[config.mk]
export PLATFORM = sky130hd
export DESIGN_NAME = dmcw_follower
export DESIGN_NICKNAME = d
export VERILOG_FILES = /design/src/design/dmcw_pkg.sv /design/src/design/dmcw_crc_step.sv /design/src/design/dmcw_follower.sv
export SDC_FILE = /design/constraint.sdc
export NUM_CORES = 1
export LEC_CHECK = 0
export BUFFER_PORTS_ARGS = -buffer_cell sky130_fd_sc_hd__buf_2
export CORE_UTILIZATION = 45
export DETAILED_ROUTE_END_ITERATION = 6
export PLACE_DENSITY = 0.73
export SLEW_MARGIN = 20
export SYNTH_ARGS = -nofsm -noshare
export SYNTH_HDL_FRONTEND = slang
export SYNTH_SLANG_ARGS = --single-unit
export TNS_END_PERCENT = 10
[constraint.sdc]
create_clock -name clk_i -period 3.2 [get_ports clk_i]
set_input_delay 0.16 -clock clk_i [delete_from_list [all_inputs] [get_ports clk_i]]
set_output_delay 0.16 -clock clk_i [all_outputs]
set_load 0.05 [all_outputs]
[src/design/dmcw_pkg.sv]
// constants for the drive control word follower over serial RTU framing
// assumes a 10 MHz system clock and an external half-duplex line transceiver
package dmcw_pkg;

  localparam int          CLK_HZ        = 10_000_000;
  localparam int          SILENCE_BITS  = 39;          // 3.5 chars of 11 bits, rounded up
  // register map
  localparam logic [15:0] CTRL_ADDR     = 16'h8000;
  localparam logic [15:0] PRESET_ADDR   = 16'h0000;
  localparam logic [15:0] READ_ONE_REG  = 16'h0001;
  // function and exception codes
  localparam logic [7:0]  FN_READ       = 8'h03;
  localparam logic [7:0]  FN_WR_SAVE    = 8'h06;
  localparam logic [7:0]  FN_WR_VOLAT   = 8'h41;
  localparam logic [7:0]  EXC_FLAG      = 8'h80;
  localparam logic [7:0]  NO_EXC        = 8'h00;
  localparam logic [7:0]  EXC_FUNC      = 8'h01;
  localparam logic [7:0]  EXC_REG       = 8'h02;
  localparam logic [7:0]  EXC_DATA      = 8'h03;
  localparam logic [7:0]  RD_BYTE_CNT   = 8'h02;
  // follower addressing
  localparam logic [7:0]  BCAST_ADDR    = 8'h00;
  localparam logic [7:0]  ADDR_MIN      = 8'h01;
  localparam logic [7:0]  ADDR_MAX      = 8'hF7;
  // frame check
  localparam logic [15:0] CRC_INIT      = 16'hFFFF;
  localparam logic [15:0] CRC_POLY      = 16'hA001;
  localparam logic [15:0] CRC_RESIDUE   = 16'h0000;
  // frame lengths in bytes, check excluded for replies, then bit counts within a byte
  localparam logic [3:0]  REQ_LEN       = 4'h8;
  localparam logic [3:0]  RD_RSP_LEN    = 4'h5;
  localparam logic [3:0]  ECHO_LEN      = 4'h6;
  localparam logic [3:0]  EXC_LEN       = 4'h3;
  localparam logic [3:0]  LAST_DATA_BIT = 4'h7;
  localparam logic [3:0]  BYTE_DONE     = 4'h9;
  // control word layout
  localparam int          CTRL_W        = 9;
  localparam logic [8:0]  CTRL_RESET    = 9'h000;
  localparam int          RUN_BIT       = 0;
  localparam int          DIR_BIT       = 1;
  localparam int          DECEL_BIT     = 2;
  localparam int          ESTOP_BIT     = 3;
  localparam int          COAST_BIT     = 4;
  localparam int          FLTSTOP_BIT   = 5;
  localparam int          JOGF_BIT      = 6;
  localparam int          JOGR_BIT      = 7;
  localparam int          FRST_BIT      = 8;

endpackage

[src/design/dmcw_crc_step.sv]
// one byte step of the reflected crc16 frame check
// assumes nothing: purely combinational
`timescale 1ns/1ps
module dmcw_crc_step (
  // running value and byte
  input  wire logic [15:0] crc_i,
  input  wire logic [7:0]  byte_i,
  // updated value
  output logic      [15:0] crc_o
);
  always_comb
  begin
    logic [15:0] c;
    c = crc_i ^ {8'h00, byte_i};
    for (int i = 0; i < 8; i++)
    begin
      c = c[0] ? ((c >> 1) ^ dmcw_pkg::CRC_POLY) : (c >> 1);
    end
    crc_o = c;
  end
endmodule

[src/design/dmcw_follower.sv]
// serial rtu follower that decodes the drive run control word
// assumes a half-duplex transceiver on rxd/txd/de and a static follower address
//
// Behaviour
// - control word lives at register 0x8000, host writes it
// - bit0 set makes the run command valid
// - bit1 selects forward (0) or reverse (1)
// - bit2 requests stop by deceleration
// - bit3 requests emergency stop
// - bit4 requests coasting stop
// - bit5 enables stop on fault
// - bit6 enables forward jog
// - bit7 enables reverse jog
// - bit8 issues fault reset
// - single write to 0x8000 is answered with an echo of the request
// - read of one register answers byte count 2 and the value
// - check starts 0xffff, xor byte, eight shifts with 0xa001
// - high and low check bytes exchanged when sent
// - address 0 is broadcast, 1 to 247 valid, rest reserved
// - failed request answers function plus 0x80 and a cause code
// - bits go lsb first, high byte of a field first
// - write accepted as 0x06 with save and 0x41 without
`timescale 1ns/1ps
module dmcw_follower #(
  parameter int BAUD        = 9600,
  parameter int SILENCE_CYC = dmcw_pkg::SILENCE_BITS * (dmcw_pkg::CLK_HZ / BAUD)
) (
  // clock and reset
  input  wire logic        clk_i,
  input  wire logic        rst_b_i,
  // serial line
  input  wire logic        rxd_i,
  output logic             txd_o,
  output logic             de_o,
  // configuration and readback
  input  wire logic [7:0]  own_addr_i,
  input  wire logic [15:0] preset_i,
  // drive commands
  output logic             run_o,
  output logic             reverse_o,
  output logic             decel_stop_o,
  output logic             estop_o,
  output logic             coast_stop_o,
  output logic             fault_stop_en_o,
  output logic             jog_fwd_o,
  output logic             jog_rev_o,
  output logic             fault_reset_o,
  output logic             save_o
);
  localparam int          BIT_CYC = dmcw_pkg::CLK_HZ / BAUD;
  localparam logic [15:0] BITR    = 16'(BIT_CYC - 1);
  localparam logic [15:0] HALF    = 16'(BIT_CYC / 2 - 1);
  localparam logic [16:0] SIL_END = 17'(SILENCE_CYC - 1);

  if (BIT_CYC < 8 || BIT_CYC > 65536 || SILENCE_CYC < 2 || SILENCE_CYC > 131071)
  begin : g_bad
    $error("dmcw_follower: baud or silence count out of range");
  end

  typedef enum logic [1:0] {
    RX_IDLE  = 2'b00,
    RX_START = 2'b01,
    RX_DATA  = 2'b10,
    RX_STOP  = 2'b11
  } dmcw_rx_t;

  typedef struct packed {
    logic                   s1;
    logic                   s2;
    dmcw_rx_t               rx;
    logic [15:0]            tmr;
    logic [3:0]             bitn;
    logic [7:0]             sh;
    logic [3:0]             nb;
    logic                   ovf;
    logic [7:0][7:0]        rbuf;
    logic [15:0]            crc;
    logic [16:0]            sil;
    logic                   tx_on;
    logic [8:0]             tsh;
    logic [3:0]             tlen;
    logic [3:0]             tidx;
    logic [7:0][7:0]        tbuf;
    logic                   txd;
    logic                   de;
    logic [dmcw_pkg::CTRL_W-1:0] ctrl;
    logic                   save;
  } dmcw_state_t;

  dmcw_state_t q_q;
  dmcw_state_t q_d;

  logic [7:0]  a_addr;
  logic [7:0]  fn;
  logic [15:0] reg_a;
  logic [15:0] val;
  logic        own_ok;
  logic        fend;
  logic        good;
  logic        is_rd;
  logic        is_wr;
  logic        wr_ok;
  logic [7:0]  exc_code;
  logic [15:0] rd_val;
  logic [7:0]  crc_byte;
  logic [15:0] crc_nx;

  // high byte of each field first
  assign a_addr = q_q.rbuf[0];
  assign fn     = q_q.rbuf[1];
  assign reg_a  = {q_q.rbuf[2], q_q.rbuf[3]};
  assign val    = {q_q.rbuf[4], q_q.rbuf[5]};
  assign own_ok = own_addr_i >= dmcw_pkg::ADDR_MIN && own_addr_i <= dmcw_pkg::ADDR_MAX;
  assign fend   = !q_q.tx_on && q_q.rx == RX_IDLE && q_q.nb != 4'h0 && q_q.sil == SIL_END;
  // residue over data and check is zero for an intact frame
  assign good   = fend && q_q.nb == dmcw_pkg::REQ_LEN && !q_q.ovf
                  && q_q.crc == dmcw_pkg::CRC_RESIDUE && own_ok
                  && (a_addr == own_addr_i || a_addr == dmcw_pkg::BCAST_ADDR);
  assign is_rd  = fn == dmcw_pkg::FN_READ;
  assign is_wr  = fn == dmcw_pkg::FN_WR_SAVE || fn == dmcw_pkg::FN_WR_VOLAT;
  // only the control word is writable
  assign wr_ok  = good && is_wr && reg_a == dmcw_pkg::CTRL_ADDR;
  assign exc_code = (!is_rd && !is_wr) ? dmcw_pkg::EXC_FUNC
                  : (is_rd && val != dmcw_pkg::READ_ONE_REG) ? dmcw_pkg::EXC_DATA
                  : (reg_a == dmcw_pkg::CTRL_ADDR
                     || (is_rd && reg_a == dmcw_pkg::PRESET_ADDR)) ? dmcw_pkg::NO_EXC
                  : dmcw_pkg::EXC_REG;
  // upper control bits read as zero
  assign rd_val   = (reg_a == dmcw_pkg::CTRL_ADDR) ? 16'(q_q.ctrl) : preset_i;
  assign crc_byte = q_q.tx_on ? q_q.tbuf[q_q.tidx[2:0]] : q_q.sh;

  dmcw_crc_step u_crc (
    .crc_i  (q_q.crc),
    .byte_i (crc_byte),
    .crc_o  (crc_nx)
  );

  always_comb
  begin
    q_d      = q_q;
    q_d.s1   = rxd_i;
    q_d.s2   = q_q.s1;
    q_d.save = 1'b0;
    if (!q_q.tx_on)
    begin
      case (q_q.rx)
        RX_IDLE:
        begin
          if (!q_q.s2)
          begin
            q_d.rx  = RX_START;
            q_d.tmr = HALF;
          end
        end
        RX_START:
        begin
          if (q_q.tmr == 16'h0000)
          begin
            q_d.rx   = q_q.s2 ? RX_IDLE : RX_DATA;
            q_d.tmr  = BITR;
            q_d.bitn = 4'h0;
          end
          else
            q_d.tmr = q_q.tmr - 16'h0001;
        end
        RX_DATA:
        begin
          if (q_q.tmr == 16'h0000)
          begin
            q_d.sh   = {q_q.s2, q_q.sh[7:1]};
            q_d.bitn = q_q.bitn + 4'h1;
            q_d.tmr  = BITR;
            if (q_q.bitn == dmcw_pkg::LAST_DATA_BIT)
              q_d.rx = RX_STOP;
          end
          else
            q_d.tmr = q_q.tmr - 16'h0001;
        end
        RX_STOP:
        begin
          if (q_q.tmr == 16'h0000)
          begin
            q_d.rx  = RX_IDLE;
            q_d.sil = 17'h0_0000;
            if (q_q.s2 && q_q.nb < dmcw_pkg::REQ_LEN)
            begin
              q_d.rbuf[q_q.nb[2:0]] = q_q.sh;
              q_d.crc = crc_nx;
              q_d.nb  = q_q.nb + 4'h1;
            end
            else
            begin
              q_d.ovf = 1'b1;
              q_d.nb  = (q_q.nb == 4'h0) ? 4'h1 : q_q.nb;
            end
          end
          else
            q_d.tmr = q_q.tmr - 16'h0001;
        end
        default: q_d.rx = RX_IDLE;
      endcase
      if (q_q.rx == RX_IDLE && q_q.nb != 4'h0)
        q_d.sil = q_q.sil + 17'h0_0001;
      if (fend)
      begin
        q_d.nb  = 4'h0;
        q_d.ovf = 1'b0;
        q_d.sil = 17'h0_0000;
        q_d.crc = dmcw_pkg::CRC_INIT;
      end
      if (good)
      begin
        q_d.tbuf[0] = a_addr;
        q_d.tbuf[1] = fn;
        if (exc_code != dmcw_pkg::NO_EXC)
        begin
          q_d.tbuf[1] = fn | dmcw_pkg::EXC_FLAG;
          q_d.tbuf[2] = exc_code;
          q_d.tlen    = dmcw_pkg::EXC_LEN;
        end
        else if (is_rd)
        begin
          q_d.tbuf[2] = dmcw_pkg::RD_BYTE_CNT;
          q_d.tbuf[3] = rd_val[15:8];
          q_d.tbuf[4] = rd_val[7:0];
          q_d.tlen    = dmcw_pkg::RD_RSP_LEN;
        end
        else
        begin
          q_d.tbuf[5:2] = q_q.rbuf[5:2];
          q_d.tlen      = dmcw_pkg::ECHO_LEN;
          q_d.ctrl = val[dmcw_pkg::CTRL_W-1:0];
          q_d.save = fn == dmcw_pkg::FN_WR_SAVE;
        end
        if (a_addr != dmcw_pkg::BCAST_ADDR)
        begin
          q_d.tx_on = 1'b1;
          q_d.de    = 1'b1;
          q_d.tidx  = 4'h0;
          q_d.bitn  = dmcw_pkg::BYTE_DONE;
          q_d.tmr   = 16'h0000;
        end
      end
    end
    else if (q_q.tmr != 16'h0000)
      q_d.tmr = q_q.tmr - 16'h0001;
    else if (q_q.bitn != dmcw_pkg::BYTE_DONE)
    begin
      // data bits lsb first, then stop bit from the one fill
      q_d.txd  = q_q.tsh[0];
      q_d.tsh  = {1'b1, q_q.tsh[8:1]};
      q_d.bitn = q_q.bitn + 4'h1;
      q_d.tmr  = BITR;
    end
    else if (q_q.tidx == 4'(q_q.tlen + 4'h2))
    begin
      q_d.tx_on = 1'b0;
      q_d.de    = 1'b0;
      q_d.txd   = 1'b1;
      q_d.crc   = dmcw_pkg::CRC_INIT;
    end
    else
    begin
      q_d.txd  = 1'b0;
      q_d.bitn = 4'h0;
      q_d.tmr  = BITR;
      q_d.tidx = q_q.tidx + 4'h1;
      if (q_q.tidx < q_q.tlen)
      begin
        q_d.tsh = {1'b1, q_q.tbuf[q_q.tidx[2:0]]};
        q_d.crc = crc_nx;
      end
      // swapped check, its high byte is the accumulator low byte
      else if (q_q.tidx == q_q.tlen)
        q_d.tsh = {1'b1, q_q.crc[7:0]};
      else
        q_d.tsh = {1'b1, q_q.crc[15:8]};
    end
  end

  always_ff @(posedge clk_i)
  begin
    if (!rst_b_i)
    begin
      q_q      <= '0;
      q_q.s1   <= 1'b1;
      q_q.s2   <= 1'b1;
      q_q.txd  <= 1'b1;
      q_q.crc  <= dmcw_pkg::CRC_INIT;
      q_q.ctrl <= dmcw_pkg::CTRL_RESET;
    end
    else
      q_q <= q_d;
  end

  assign txd_o           = q_q.txd;
  assign de_o            = q_q.de;
  assign save_o          = q_q.save;
  assign run_o           = q_q.ctrl[dmcw_pkg::RUN_BIT];
  assign reverse_o       = q_q.ctrl[dmcw_pkg::DIR_BIT];
  assign decel_stop_o    = q_q.ctrl[dmcw_pkg::DECEL_BIT];
  assign estop_o         = q_q.ctrl[dmcw_pkg::ESTOP_BIT];
  assign coast_stop_o    = q_q.ctrl[dmcw_pkg::COAST_BIT];
  assign fault_stop_en_o = q_q.ctrl[dmcw_pkg::FLTSTOP_BIT];
  assign jog_fwd_o       = q_q.ctrl[dmcw_pkg::JOGF_BIT];
  assign jog_rev_o       = q_q.ctrl[dmcw_pkg::JOGR_BIT];
  assign fault_reset_o   = q_q.ctrl[dmcw_pkg::FRST_BIT];
endmodule

==> impl_metrics.yaml <==
routing:
  vias: 8594
  drt_first_pass_iters: 5
  dr_wl_met3_mm: 1.77
  wl_per_cell_microns: 17.1
  wl_met1_mm: 11.4
  vias_per_cell: 5.71
  drt-total-wl_mm: 25.7
  ant_nets: 0
  drc: 0
  drtIter0Drc: 757
  highest-signal-layer: "met4"
  route.met2.wl_mm: 11.8
cts:
  numCtsBuffers: 17
  clk_latency_ps: 440
  cts_root_buffer: "clkbuf_16"
  cts_max_level: 4
  clock-sinks: 187
  cts_max_path_buffers: 2
  clk_pin_slew_ps: 70
  cts_tree: "yes"
placement:
  gp_congestion: 0.949
  port_buffers: 38
  hpwlAfterDp_mm: 17.9
job:
  maxCapViolCount: 0
sta:
  hold_viol: 0
  finClkSkew_ps: 16.1
  maxSlewViolCount: 0
  tns_ps: 0
  fmax_mhz: 318
  worst_pin_slew_ps: 934
  layout_min_cycle_time_ps: 3140
  finalSetupViolCount: 0
  slew_headroom_pct: 37.1
  grt_setup_unrepaired: "true"
  period_share_pct: 98.1
critical_path:
  crit_buf_inv: 4
  cp_cell_sequence: "inv_2 > ha_4 > or4b_4 > or4_4 > nor3b_4 > buf_4 > inv_2 > ha_1 > inv_1 > a21oi_1 > a21oi_1 > a221oi_1 > a211oi_1"
  cp_top_family: "simple AND/OR/NAND/NOR gates"
  start_kind: "flip-flop"
  crit_type: "reg2reg"
  worstPathRequired_ps: 3490
  slowest_stage: "or4b_4"
  crit_path_end_kind: "flip-flop"
  crit_arrival_ps: 3430
  rrSetupSlack_ps: 60
  cp_slowest_stage_delay_ps: 460
  cp_max_fo: 9
logic_synthesis:
  seq_area_frac_synth_pct: 38.8
  synth_edf_count: 0
  synth_area_sq_um: 9650
  synth_nets: 1197
  syn_area_per_cell_sq_um: 8.39
  synth_ff_type: "dfxtp_1"
  ys_warn_count: 0
  synth_seq_cells: 187
  yosysUniqueCellTypes: 72
  synth-async-reset-ratio_pct: 0
  syn_inst: 1151
final_layout:
  layout.nets: 1264
  drive_gt1_share_pct: 16.8
  syn_to_final_growth_pct: 17.3
  diodes: 0
  fin_util_pct: 53.9
floorplanning:
  die_h_microns: 148
  ioPinCount: 39
  initial_utilization_pct: 45.9
  die_w_microns: 148
  rows: 53
  core_sq_um: 21000
  dieArea_sq_um: 22000
power_and_ir_drop:
  p_leak_nw: 4.35
  ir_worst_vdd_v: 0.000324
  total_power_mw: 5.17
  p_per_area_nw_per_um2: 456
global_routing:
  grt_usage_pct: 23.9
  grt_pass1_wl_mm: 41.5
  antenna_found_initial: 0
  grt_overflow: 0
  grt_pass1_vias: 7941
  grt_max_degree: 80
run_status:
  status: "complete, no violations"
worst_hold_path:
  hold_path.class: "in2reg"
## kinds of logic (layout without fill, tap and decap cells)
family	Yosys count	count (layout)	synth area share [%]
AO/OA/AOI/OAI	226	226	14.9
multiplexers	102	102	11.1
flip-flops	187	187	38.8
AND/OR/NAND/NOR	475	475	24.2
XOR/XNOR	50	50	4.83
buffers and inverters	92	172	3.71
adder cells (fa/ha/maj)	19	19	2.46
## repair_timing
action                                  4_1_cts  5_1_grt
hold buffers                                  8        0
hold endpoints to repair                      8        0
buffers inserted                              0        3
endpoints found under the setup margin        0       67
gates resized for setup                       0       21
## layout make-up
class,instances,area (sq um)
fillers,1897,9700
flip-flops and latches,187,3750
multi-input cells,872,5690
inverters,24,90.1
clock inverters,14,196
well taps,275,344
repair buffers,116,816
clock buffers,18,439
## worst paths after layout
check                           depth (start not counted)                    end                   from
worst max-delay path                                   13  q_q[208]$_SDFFE_PN0P_  q_q[208]$_SDFFE_PN0P_
worst min-delay path                                    4   q_q[36]$_SDFFE_PN0P_            preset_i[8]
worst max register to register                         13  q_q[208]$_SDFFE_PN0P_  q_q[208]$_SDFFE_PN0P_
worst min register to register                          1    q_q[226]$_SDFF_PN1_    q_d[226]$_SDFF_PN1_
## stage by stage
| step | cell area, sq um | hold slack, ps | setup WS, ps | std cells |
|---|---|---|---|---|
| final | 11300 | 179 | 59.7 | 1506 |
| after global routing | 11300 | 198 | -87.1 | 1506 |
| after CTS | 11200 | 166 | 2.58 | 1503 |
| after detailed placement | 10500 | 351 | 4.71 | 1463 |
| after global placement | 10500 | 345 | 86.7 | 1463 |
| after floorplan | 9710 | 261 | -11.2 | 1151 |
## synthesized netlist by cell type, types with 5 or more instances
master	instances	area, sq um
a222oi_1	5	50.1
ha_1	19	238
o211ai_1	19	143
or3_1	6	37.5
mux2_2	22	248
xor2_1	26	228
buf_2	7	35.0
buf_1	5	18.8
nand4_1	8	50.1
xnor2_1	22	193
nand2b_1	10	62.6
and3_1	17	106
or4_1	7	52.6
clkbuf_1	55	206
nor4b_1	5	43.8
a21oi_1	74	370
mux2i_1	78	781
nor3_1	42	210
nand2_1	136	510
o21ai_0	45	225
dfxtp_1	187	3740
nor2_1	135	507
nand3_1	36	180
a21boi_0	31	233
inv_1	22	82.6
nor4_1	23	144
nor2b_1	18	113
a211oi_1	5	37.5
o21a_1	6	45.0
o211a_1	10	100
## layout by cell type (no fill, tap or decap), drive strengths merged, types with 5 or more instances in the layout
cell type,n
nor4b,5
inv,30
or4,7
dfxtp,187
nand2b,10
clkinv,5
a211oi,5
xnor2,22
a21oi,75
a21boi,32
o21a,6
and2,5
or3,6
nor3,43
ha,19
clkbuf,18
nand3,37
a222oi,5
mux2i,78
o211a,10
xor2,26
dlygate4sd3,8
mux2,22
nor4,26
nand4,8
nand2,136
buf,108
o211ai,19
and3,17
nor2,137
o21ai,49
nor2b,18
## worst min-delay path: stages
cell and delay [ps]:
buf_2 70, mux2_2 140, nand3_1 60, a21boi_0 150
## report_power, final
part	internal, mW	switching (mW)	total (mW)
clock	1.22	1.04	2.26
sequential	2.34	0.0191	2.36
combinational	0.224	0.317	0.542
## routing by layer
layer	global-route usage, %	up-vias
li1	-	4200
met4	9.02	0
met2	38.0	294
met1	31.1	4046
met5	0	-
met3	5.80	54
(Power assumes the default switching activity.)
